<file path="src/inc/wrf_map.svh">
`ifndef WRF_MAP_SVH
`define WRF_MAP_SVH
// ****************************************************************
// Status word field positions
// ****************************************************************
`define WRF_PSW_X_BIT      4
`define WRF_PSW_M_BIT      5
`define WRF_PSW_WIDTH      11
`define WRF_PSW_RST        11'h000
// ****************************************************************
// Reset values
// ****************************************************************
`define WRF_REG_RST        16'h0000
// ****************************************************************
// Instruction cost for accumulator choice
// ****************************************************************
`define WRF_ACC_A_BYTES    4'h1
`define WRF_ACC_B_BYTES    4'h2
`define WRF_ACC_A_CYCLES   4'h1
`define WRF_ACC_B_CYCLES   4'h2
`endif

</file>
<file path="src/inc/wrf_pkg.sv">
package wrf_pkg;
    // Register selector
    typedef enum logic [2:0] {
        WRF_SEL_NONE = 3'b000,
        WRF_SEL_A    = 3'b001,
        WRF_SEL_B    = 3'b010,
        WRF_SEL_X    = 3'b011,
        WRF_SEL_Y    = 3'b100,
        WRF_SEL_E    = 3'b101
    } wrf_sel_t;
    // Index use for address generation
    typedef enum logic [1:0] {
        WRF_IDX_NONE = 2'b00,
        WRF_IDX_X    = 2'b01,
        WRF_IDX_Y    = 2'b10
    } wrf_idx_t;
    // Status word update operations
    typedef enum logic [2:0] {
        WRF_PS_HOLD     = 3'b000,
        WRF_PS_SET_M    = 3'b001,
        WRF_PS_CLR_M    = 3'b010,
        WRF_PS_SET_BITS = 3'b011,
        WRF_PS_CLR_BITS = 3'b100
    } wrf_psop_t;
endpackage : wrf_pkg

</file>
<file path="src/core/wrf_reg.sv">
`include "wrf_map.svh"
module wrf_reg
    import wrf_pkg::*;
#(
    parameter int WIDTH = 16
) (
    // Clock and reset
    input  wire logic             clk_i,
    input  wire logic             rst_i,
    // Write side
    input  wire logic             we_i,
    input  wire logic             byte_mode_i,
    input  wire logic [WIDTH-1:0] wdata_i,
    // Contents
    output logic      [WIDTH-1:0] q_o
);
    logic [WIDTH-1:0] next_q;

    // ****************************************************************
    // Byte mode write keeps the high byte
    // ****************************************************************
    assign next_q = byte_mode_i ? {q_o[WIDTH-1:8], wdata_i[7:0]} : wdata_i; // RULE14

    always_ff @(posedge clk_i) begin
        if (rst_i) begin
            q_o <= WIDTH'(`WRF_REG_RST);
        end else if (we_i) begin
            q_o <= next_q;
        end
    end

    property p_keep_high;
        @(posedge clk_i) disable iff (rst_i)
            (we_i && byte_mode_i) |=> q_o[WIDTH-1:8] == $past(q_o[WIDTH-1:8]);
    endproperty
    a_keep_high: assert property (p_keep_high) else $error("high byte changed"); // RULE14
endmodule : wrf_reg

</file>
<file path="src/core/wrf_core.sv">
// Contract
// RULE1 - Accumulator A sixteen bits, low byte separate
// RULE2 - A width follows data width flag
// RULE3 - Accumulator B matches A behaviour
// RULE4 - B instructions cost more bytes, cycles
// RULE5 - E is B high, A low
// RULE6 - Index X sixteen bits, low byte separate
// RULE7 - Index flag sets both X, Y width
// RULE8 - Index Y sixteen bits, low byte separate
// RULE9 - X indexed address adds X to base
// RULE10 - Y indexed address adds Y to base
// RULE11 - Block and multiply ops point with X
// RULE12 - Block and multiply ops point with Y
// RULE13 - Width flag changed by dedicated, general ops
// RULE14 - Byte writes leave high byte unchanged
`include "wrf_map.svh"
module wrf_core
    import wrf_pkg::*;
#(
    parameter int WIDTH  = 16,
    parameter int AWIDTH = 24
) (
    // Clock and reset
    input  wire logic              clk_i,
    input  wire logic              rst_i,
    // Register write
    input  wire logic              we_i,
    input  wire wrf_sel_t          wsel_i,
    input  wire logic [2*WIDTH-1:0] wdata_i,
    // Register read
    input  wire wrf_sel_t          rsel_i,
    output logic      [2*WIDTH-1:0] rdata_o,
    // Status word update
    input  wire wrf_psop_t         psop_i,
    input  wire logic [`WRF_PSW_WIDTH-1:0] psmask_i,
    output logic      [`WRF_PSW_WIDTH-1:0] psw_o,
    // Address generation
    input  wire wrf_idx_t          idx_i,
    input  wire logic [AWIDTH-1:0] base_i,
    output logic      [AWIDTH-1:0] ea_o,
    // Table pointers for block move and multiply-accumulate
    input  wire logic              table_op_i,
    output logic      [WIDTH-1:0]  src_ptr_o,
    output logic      [WIDTH-1:0]  dst_ptr_o,
    // Instruction cost of chosen accumulator
    input  wire logic              use_b_i,
    output logic      [3:0]        ins_bytes_o,
    output logic      [3:0]        ins_cycles_o,
    // Width flags
    output logic                   m8_o,
    output logic                   x8_o
);
    // ****************************************************************
    // Status word
    // ****************************************************************
    logic [`WRF_PSW_WIDTH-1:0] psw;
    logic [`WRF_PSW_WIDTH-1:0] next_psw;
    logic [`WRF_PSW_WIDTH-1:0] m_mask;
    logic                      m8;
    logic                      x8;

    assign m_mask = `WRF_PSW_WIDTH'(1) << `WRF_PSW_M_BIT;
    assign m8     = psw[`WRF_PSW_M_BIT];
    assign x8     = psw[`WRF_PSW_X_BIT];

    always_comb begin
        next_psw = psw;
        unique case (psop_i)
            WRF_PS_HOLD:     next_psw = psw;
            WRF_PS_SET_M:    next_psw = psw | m_mask; // RULE13
            WRF_PS_CLR_M:    next_psw = psw & ~m_mask; // RULE13
            WRF_PS_SET_BITS: next_psw = psw | psmask_i; // RULE13
            WRF_PS_CLR_BITS: next_psw = psw & ~psmask_i; // RULE13
            default:         next_psw = psw;
        endcase
    end

    always_ff @(posedge clk_i) begin
        if (rst_i) begin
            psw <= `WRF_PSW_RST;
        end else begin
            psw <= next_psw;
        end
    end

    // ****************************************************************
    // Register write decode
    // ****************************************************************
    wire we_a = we_i && (wsel_i == WRF_SEL_A || wsel_i == WRF_SEL_E);
    wire we_b = we_i && (wsel_i == WRF_SEL_B || wsel_i == WRF_SEL_E);
    wire we_x = we_i && (wsel_i == WRF_SEL_X);
    wire we_y = we_i && (wsel_i == WRF_SEL_Y);
    wire e_wr = (wsel_i == WRF_SEL_E);
    wire acc_byte = m8 && !e_wr; // RULE2
    wire [WIDTH-1:0] b_wdata = e_wr ? wdata_i[2*WIDTH-1:WIDTH] : wdata_i[WIDTH-1:0];

    logic [WIDTH-1:0] acc_a;
    logic [WIDTH-1:0] acc_b;
    logic [WIDTH-1:0] idx_x;
    logic [WIDTH-1:0] idx_y;

    // ****************************************************************
    // Registers
    // ****************************************************************
    wrf_reg #(.WIDTH(WIDTH)) u_acc_a ( // RULE1
        .clk_i       (clk_i),
        .rst_i       (rst_i),
        .we_i        (we_a),
        .byte_mode_i (acc_byte),
        .wdata_i     (wdata_i[WIDTH-1:0]),
        .q_o         (acc_a)
    );
    wrf_reg #(.WIDTH(WIDTH)) u_acc_b ( // RULE3
        .clk_i       (clk_i),
        .rst_i       (rst_i),
        .we_i        (we_b),
        .byte_mode_i (acc_byte),
        .wdata_i     (b_wdata),
        .q_o         (acc_b)
    );
    wrf_reg #(.WIDTH(WIDTH)) u_idx_x ( // RULE6
        .clk_i       (clk_i),
        .rst_i       (rst_i),
        .we_i        (we_x),
        .byte_mode_i (x8),
        .wdata_i     (wdata_i[WIDTH-1:0]),
        .q_o         (idx_x)
    );
    wrf_reg #(.WIDTH(WIDTH)) u_idx_y ( // RULE8
        .clk_i       (clk_i),
        .rst_i       (rst_i),
        .we_i        (we_y),
        .byte_mode_i (x8),
        .wdata_i     (wdata_i[WIDTH-1:0]),
        .q_o         (idx_y)
    );

    // ****************************************************************
    // Effective widths
    // ****************************************************************
    wire [WIDTH-1:0] a_eff = m8 ? {{(WIDTH-8){1'b0}}, acc_a[7:0]} : acc_a; // RULE2
    wire [WIDTH-1:0] b_eff = m8 ? {{(WIDTH-8){1'b0}}, acc_b[7:0]} : acc_b; // RULE3
    wire [WIDTH-1:0] x_eff = x8 ? {{(WIDTH-8){1'b0}}, idx_x[7:0]} : idx_x; // RULE7
    wire [WIDTH-1:0] y_eff = x8 ? {{(WIDTH-8){1'b0}}, idx_y[7:0]} : idx_y; // RULE7

    // ****************************************************************
    // Read select and address generation
    // ****************************************************************
    logic [2*WIDTH-1:0] rd_sel;
    always_comb begin
        rd_sel = '0;
        unique case (rsel_i)
            WRF_SEL_NONE: rd_sel = '0;
            WRF_SEL_A:    rd_sel = {{WIDTH{1'b0}}, a_eff};
            WRF_SEL_B:    rd_sel = {{WIDTH{1'b0}}, b_eff};
            WRF_SEL_X:    rd_sel = {{WIDTH{1'b0}}, x_eff};
            WRF_SEL_Y:    rd_sel = {{WIDTH{1'b0}}, y_eff};
            WRF_SEL_E:    rd_sel = {acc_b, acc_a}; // RULE5
            default:      rd_sel = '0;
        endcase
    end

    logic [AWIDTH-1:0] ea_sel;
    always_comb begin
        ea_sel = base_i;
        unique case (idx_i)
            WRF_IDX_NONE: ea_sel = base_i;
            WRF_IDX_X:    ea_sel = base_i + AWIDTH'(x_eff); // RULE9
            WRF_IDX_Y:    ea_sel = base_i + AWIDTH'(y_eff); // RULE10
            default:      ea_sel = base_i;
        endcase
    end

    wire [3:0] bytes_sel  = use_b_i ? `WRF_ACC_B_BYTES : `WRF_ACC_A_BYTES; // RULE4
    wire [3:0] cycles_sel = use_b_i ? `WRF_ACC_B_CYCLES : `WRF_ACC_A_CYCLES; // RULE4

    // ****************************************************************
    // Registered outputs
    // ****************************************************************
    always_ff @(posedge clk_i) begin
        if (rst_i) begin
            rdata_o      <= '0;
            ea_o         <= '0;
            src_ptr_o    <= '0;
            dst_ptr_o    <= '0;
            ins_bytes_o  <= '0;
            ins_cycles_o <= '0;
            psw_o        <= `WRF_PSW_RST;
            m8_o         <= 1'b0;
            x8_o         <= 1'b0;
        end else begin
            rdata_o      <= rd_sel;
            ea_o         <= ea_sel;
            src_ptr_o    <= table_op_i ? x_eff : src_ptr_o; // RULE11
            dst_ptr_o    <= table_op_i ? y_eff : dst_ptr_o; // RULE12
            ins_bytes_o  <= bytes_sel;
            ins_cycles_o <= cycles_sel;
            psw_o        <= next_psw;
            m8_o         <= next_psw[`WRF_PSW_M_BIT];
            x8_o         <= next_psw[`WRF_PSW_X_BIT];
        end
    end

    // ****************************************************************
    // Checks
    // ****************************************************************
    property p_a16;
        @(posedge clk_i) disable iff (rst_i)
            (rsel_i == WRF_SEL_A && !m8) |=> rdata_o == {{WIDTH{1'b0}}, $past(acc_a)};
    endproperty
    a_a16: assert property (p_a16) else $error("A 16-bit read wrong"); // RULE1

    property p_a8;
        @(posedge clk_i) disable iff (rst_i)
            (rsel_i == WRF_SEL_A && m8) |=> rdata_o[2*WIDTH-1:8] == '0;
    endproperty
    a_a8: assert property (p_a8) else $error("A byte read not narrowed"); // RULE2

    property p_b8;
        @(posedge clk_i) disable iff (rst_i)
            (rsel_i == WRF_SEL_B && m8) |=> rdata_o == {{(2*WIDTH-8){1'b0}}, $past(acc_b[7:0])};
    endproperty
    a_b8: assert property (p_b8) else $error("B byte read wrong"); // RULE3

    property p_cost;
        @(posedge clk_i) disable iff (rst_i)
            use_b_i |=> ins_bytes_o > `WRF_ACC_A_BYTES && ins_cycles_o > `WRF_ACC_A_CYCLES;
    endproperty
    a_cost: assert property (p_cost) else $error("B cost not higher"); // RULE4

    property p_e;
        @(posedge clk_i) disable iff (rst_i)
            rsel_i == WRF_SEL_E |=> rdata_o == {$past(acc_b), $past(acc_a)};
    endproperty
    a_e: assert property (p_e) else $error("E view wrong"); // RULE5

    property p_e_wr;
        @(posedge clk_i) disable iff (rst_i)
            (we_i && wsel_i == WRF_SEL_E) |=> {acc_b, acc_a} == $past(wdata_i);
    endproperty
    a_e_wr: assert property (p_e_wr) else $error("E write wrong"); // RULE5

    property p_x16;
        @(posedge clk_i) disable iff (rst_i)
            (rsel_i == WRF_SEL_X && !x8) |=> rdata_o == {{WIDTH{1'b0}}, $past(idx_x)};
    endproperty
    a_x16: assert property (p_x16) else $error("X 16-bit read wrong"); // RULE6

    property p_xy8;
        @(posedge clk_i) disable iff (rst_i)
            (table_op_i && x8) |=> src_ptr_o[WIDTH-1:8] == '0 && dst_ptr_o[WIDTH-1:8] == '0;
    endproperty
    a_xy8: assert property (p_xy8) else $error("index not narrowed"); // RULE7

    property p_x8;
        @(posedge clk_i) disable iff (rst_i)
            (rsel_i == WRF_SEL_X && x8) |=> rdata_o[2*WIDTH-1:8] == '0;
    endproperty
    a_x8: assert property (p_x8) else $error("X byte read not narrowed"); // RULE7

    property p_y8;
        @(posedge clk_i) disable iff (rst_i)
            (rsel_i == WRF_SEL_Y && x8) |=> rdata_o == {{(2*WIDTH-8){1'b0}}, $past(idx_y[7:0])};
    endproperty
    a_y8: assert property (p_y8) else $error("Y byte read wrong"); // RULE8

    property p_eax;
        @(posedge clk_i) disable iff (rst_i)
            idx_i == WRF_IDX_X |=> ea_o == $past(base_i) + AWIDTH'($past(x_eff));
    endproperty
    a_eax: assert property (p_eax) else $error("X indexed address wrong"); // RULE9

    property p_eay;
        @(posedge clk_i) disable iff (rst_i)
            idx_i == WRF_IDX_Y |=> ea_o == $past(base_i) + AWIDTH'($past(y_eff));
    endproperty
    a_eay: assert property (p_eay) else $error("Y indexed address wrong"); // RULE10

    property p_ptr;
        @(posedge clk_i) disable iff (rst_i)
            table_op_i |=> src_ptr_o == $past(x_eff) && dst_ptr_o == $past(y_eff);
    endproperty
    a_ptr: assert property (p_ptr) else $error("table pointers wrong"); // RULE11

    property p_ptr_hold;
        @(posedge clk_i) disable iff (rst_i)
            !table_op_i |=> $stable(src_ptr_o) && $stable(dst_ptr_o);
    endproperty
    a_ptr_hold: assert property (p_ptr_hold) else $error("table pointers moved"); // RULE12

    property p_setm;
        @(posedge clk_i) disable iff (rst_i)
            psop_i == WRF_PS_SET_M |=> m8 && m8_o;
    endproperty
    a_setm: assert property (p_setm) else $error("width flag not set"); // RULE13

    property p_clrm;
        @(posedge clk_i) disable iff (rst_i)
            psop_i == WRF_PS_CLR_M |=> !m8 && !m8_o;
    endproperty
    a_clrm: assert property (p_clrm) else $error("width flag not cleared by op"); // RULE13

    property p_clrbits;
        @(posedge clk_i) disable iff (rst_i)
            (psop_i == WRF_PS_CLR_BITS && psmask_i[`WRF_PSW_M_BIT]) |=> !m8;
    endproperty
    a_clrbits: assert property (p_clrbits) else $error("width flag not cleared"); // RULE13
endmodule : wrf_core

</file>
<file path="config.mk">
export PLATFORM = sky130hd
export DESIGN_NAME = wrf_core
export DESIGN_NICKNAME = d
export VERILOG_FILES = /design/src/inc/wrf_pkg.sv /design/src/core/wrf_reg.sv /design/src/core/wrf_core.sv
export VERILOG_INCLUDE_DIRS = /design/src /design/src/inc
export SDC_FILE = /design/constraint.sdc
export NUM_CORES = 1
export LEC_CHECK = 0
export BUFFER_PORTS_ARGS = -buffer_cell sky130_fd_sc_hd__buf_2
export CAP_MARGIN = 10
export CORE_ASPECT_RATIO = 1.75
export CORE_MARGIN = 4
export CORE_UTILIZATION = 40
export DETAILED_ROUTE_END_ITERATION = 8
export PLACE_DENSITY_LB_ADDON = 0.3
export SETUP_SLACK_MARGIN = 0.4
export SYNTH_ARGS = -nofsm -noshare
export SYNTH_HDL_FRONTEND = slang
export SYNTH_SLANG_ARGS = --single-unit
export TNS_END_PERCENT = 50
</file>
<file path="constraint.sdc">
create_clock -name clk_i -period 5.3 [get_ports clk_i]
set_clock_uncertainty 0.05 [all_clocks]
set_input_delay 0.265 -clock clk_i [delete_from_list [all_inputs] [get_ports clk_i]]
set_output_delay 0.265 -clock clk_i [all_outputs]
set_load 0.03 [all_outputs]
</file>
==> flow_metrics.tcl <==
set metrics [dict create \
    viasPerCell 5.23 \
    ctsResizeCount 0 \
    drc 0 \
    worstHoldPathCells 3 \
    cp-start-kind "input pin" \
    initial_core_util 0.410 \
    power_switching_mw 0.742 \
    ff_latch_area_mm2 0.00330 \
    io_pins 192 \
    die_area_mm2 0.0209 \
    grt_pass1_wl_um 34300 \
    synth.top_cells.by_area "dfxtp_1, nand2_1, a21oi_1" \
    drv_slew 0 \
    reg2reg_depth 9 \
    cts_max_level 4 \
    slowest_stage "ha_1" \
    min_period_over_period 0.630 \
    maxCapViolCount 0 \
    grt_pass1_vias 6472 \
    routed_wl_um 21200 \
    core-area_mm2 0.0181 \
    synth_top_area_cell "dfxtp_1" \
    path_delay_family "compound AO/OA/AOI/OAI gates" \
    synth.avg_cell_area_um2 8.57 \
    crit_type "input pin to flop" \
    cp_data_required_time_ns 5.57 \
    period_needed_ns 3.34 \
    track_usage 0.201 \
    cts.sinks 165 \
    vias 6649 \
    firstDrtPassIters 5 \
    cp-end-kind "flop" \
    internal-power_mw 2.20 \
    grt.overflow.total 0 \
    cts_made_buffers 17 \
    fill_cells 1806 \
    die_h_um 188 \
    switching_share 0.252 \
    status "finished, final reports clean" \
    routedWlPerCell_um 16.7 \
    cts_hold_buf 1 \
    tns_ns 0 \
    power_frac_comb 0.118 \
    yosysTopAreaCellShare 0.444 \
    seqPwrFrac 0.444 \
    utilization 0.501 \
    die_w_um 111 \
    synth_edf_count 0 \
    cts.clk_slew.worst_paths_ns 0.06 \
    leakage_nw 4.04 \
    grt_max_degree 78 \
    antenna_found_initial 0 \
    hp-class "input pin to flop" \
    cp_cell_sequence "buf_2 -> inv_1 -> ha_1 -> mux2_2 -> ha_1 -> fa_1 -> a21o_1 -> a221oi_2 -> a2bb2oi_2 -> a21oi_1 -> a31o_2" \
    dp_hpwl_um 15700 \
    fmax_ghz 0.299 \
    cts_buffer_depth 2 \
    maxSlewHeadroom 0.262 \
    yosysWarnings 0 \
    powerDensity_mw_per_mm2 324 \
    synthFlopType "dfxtp_1" \
    p_clk_frac 0.438 \
    ant_nets 0 \
    worstMarginPinSlew_ns 1.10 \
    total_power_mw 2.94 \
    cpPeakStageDelay_ns 0.68 \
    worstPathMaxFanout 13 \
    tritoncts "built" \
    crit_top_cell "ha_1" \
    drive_gt1_frac 0.240 \
    synth-seq-area-share 0.444 \
    rsz0062_at_grt "false" \
    synth_cell_types 60 \
    timing.final.hold_violations 0 \
    antenna_cells 0 \
    io_buffers 187 \
    final_cell_mix "buf_2, dfxtp_1, nand2_1, nor2_1, a21oi_1" \
    ctsRootBufferMaster "clkbuf_16" \
    synthArstFlopShare 0 \
    place_congestion 0.883 \
    arrival_ns 3.60 \
    synth_cells 869 \
    layout.nets 1129 \
    syn_to_final_growth_pct 22.0 \
    syn-cell-area_mm2 0.00744 \
    layout_commonest_cell "buf_2" \
    drt_iter0_drc 365 \
    critPathBufInv 2 \
    post-cts-setup-buffer-count 0 \
    setup_viol 0 \
    rows 65 \
    insertion_delay_ns 0.42 \
    crit_cells 11 \
    synth_seq_cells 165 \
    multi_input_area_mm2 0.00386 \
    peakVddDrop_mv 0.191 \
]
-- layer usage --
layer / vias to the layer above / track usage / routed length, um
li1: 3337 / - / -
met1: 3106 / 0.234 / 8580
met2: 175 / 0.370 / 11300
met3: 31 / 0.0370 / 973
met4: 0 / 0.0651 / 360
met5: - / 0 / 0
-- Yosys cell counts, types with 3 or more instances --
cell,number
nor3_1,7
buf_1,11
xor2_1,6
a31oi_1,3
a31o_2,3
a22oi_1,31
nor2_1,107
a311oi_1,14
nor2b_1,24
clkbuf_1,37
inv_1,8
nand2_1,125
and3_1,6
o211ai_1,3
nand4_1,4
a21oi_1,90
xnor2_1,5
nand2b_1,5
o21a_1,3
a211oi_1,4
o21ai_0,23
mux2_2,11
nand3_1,21
and2_1,17
ha_1,21
nand3b_1,3
or2_2,4
buf_4,9
mux2i_1,35
a221oi_1,8
a21o_1,14
o22ai_1,6
a2bb2oi_1,3
dfxtp_1,165
-- power groups by stage --
stage / registers, mW / logic [mW] / clock network (mW)
after floorplan: 1.38 / 0.191 / 0
after global placement: 1.33 / 0.346 / 0
after detailed placement: 1.33 / 0.349 / 0
after CTS: 1.31 / 0.351 / 1.31
after global routing: 1.31 / 0.384 / 1.36
final: 1.31 / 0.348 / 1.29
-- worst min-delay path, stage by stage --
cell	delay, ns
buf_2	0.11
nand2_1	0.06
a21oi_1	0.05
-- area by class of cell --
| cell class | count | area share |
|---|---|---|
| multi-input cells | 639 | 0.425 |
| flip-flops and latches | 165 | 0.364 |
| repair buffers | 193 | 0.109 |
| clock buffers | 22 | 0.0500 |
| well taps | 234 | 0.0322 |
| clock inverters | 10 | 0.0169 |
| inverters | 8 | 0.00331 |
-- cell families (layout without fill, tap and decap cells) --
kind of cell,count (synthesis),after routing,share of synthesized area
AO/OA/AOI/OAI,224,224,0.201
flip-flops,165,165,0.444
multiplexers,46,46,0.0637
AND/OR/NAND/NOR,332,332,0.200
buffers and inverters,68,233,0.0402
other,1,4,0.000504
XOR/XNOR,11,11,0.0129
adder cells (fa/ha/maj),22,22,0.0380
-- path summary, 6_finish.rpt --
path | from | slack [ns] | endpoint
setup / recovery | idx_i[0] | 1.96 | ea_o[18]$_SDFF_PP0_
hold / removal | base_i[4] | 0.06 | ea_o[4]$_SDFF_PP0_
setup reg to reg | flop | 2.41 | ea_o[17]$_SDFF_PP0_
hold reg to reg | u_acc_a.q_o[7]$_SDFFE_PP0P_ | 0.41 | u_acc_a.q_o[7]$_SDFFE_PP0P_
-- registers in the layout, summed over array words and instances, names as in the netlist, named ones only --
signal and cells:
ins_cycles_o 2, dst_ptr_o 16, u_acc_a.q_o 16, u_acc_b.q_o 16, ea_o 24, rdata_o 32
src_ptr_o 16, u_idx_y.q_o 16, u_idx_x.q_o 16, psw_o 9
-- per-stage QoR --
stage,setup slack [ns],instance area [um2],hold slack [ns],std cells
6_report,1.96,9080,0.0574,1271
5_1_grt,1.77,9080,0.0332,1271
4_1_cts,2.00,9080,0.0372,1271
3_5_place_dp,1.57,8470,0.390,1238
3_3_place_gp,1.64,8470,0.382,1238
2_1_floorplan,2.15,7460,0.287,872
Note: power is estimated with default switching activity, not from simulation.
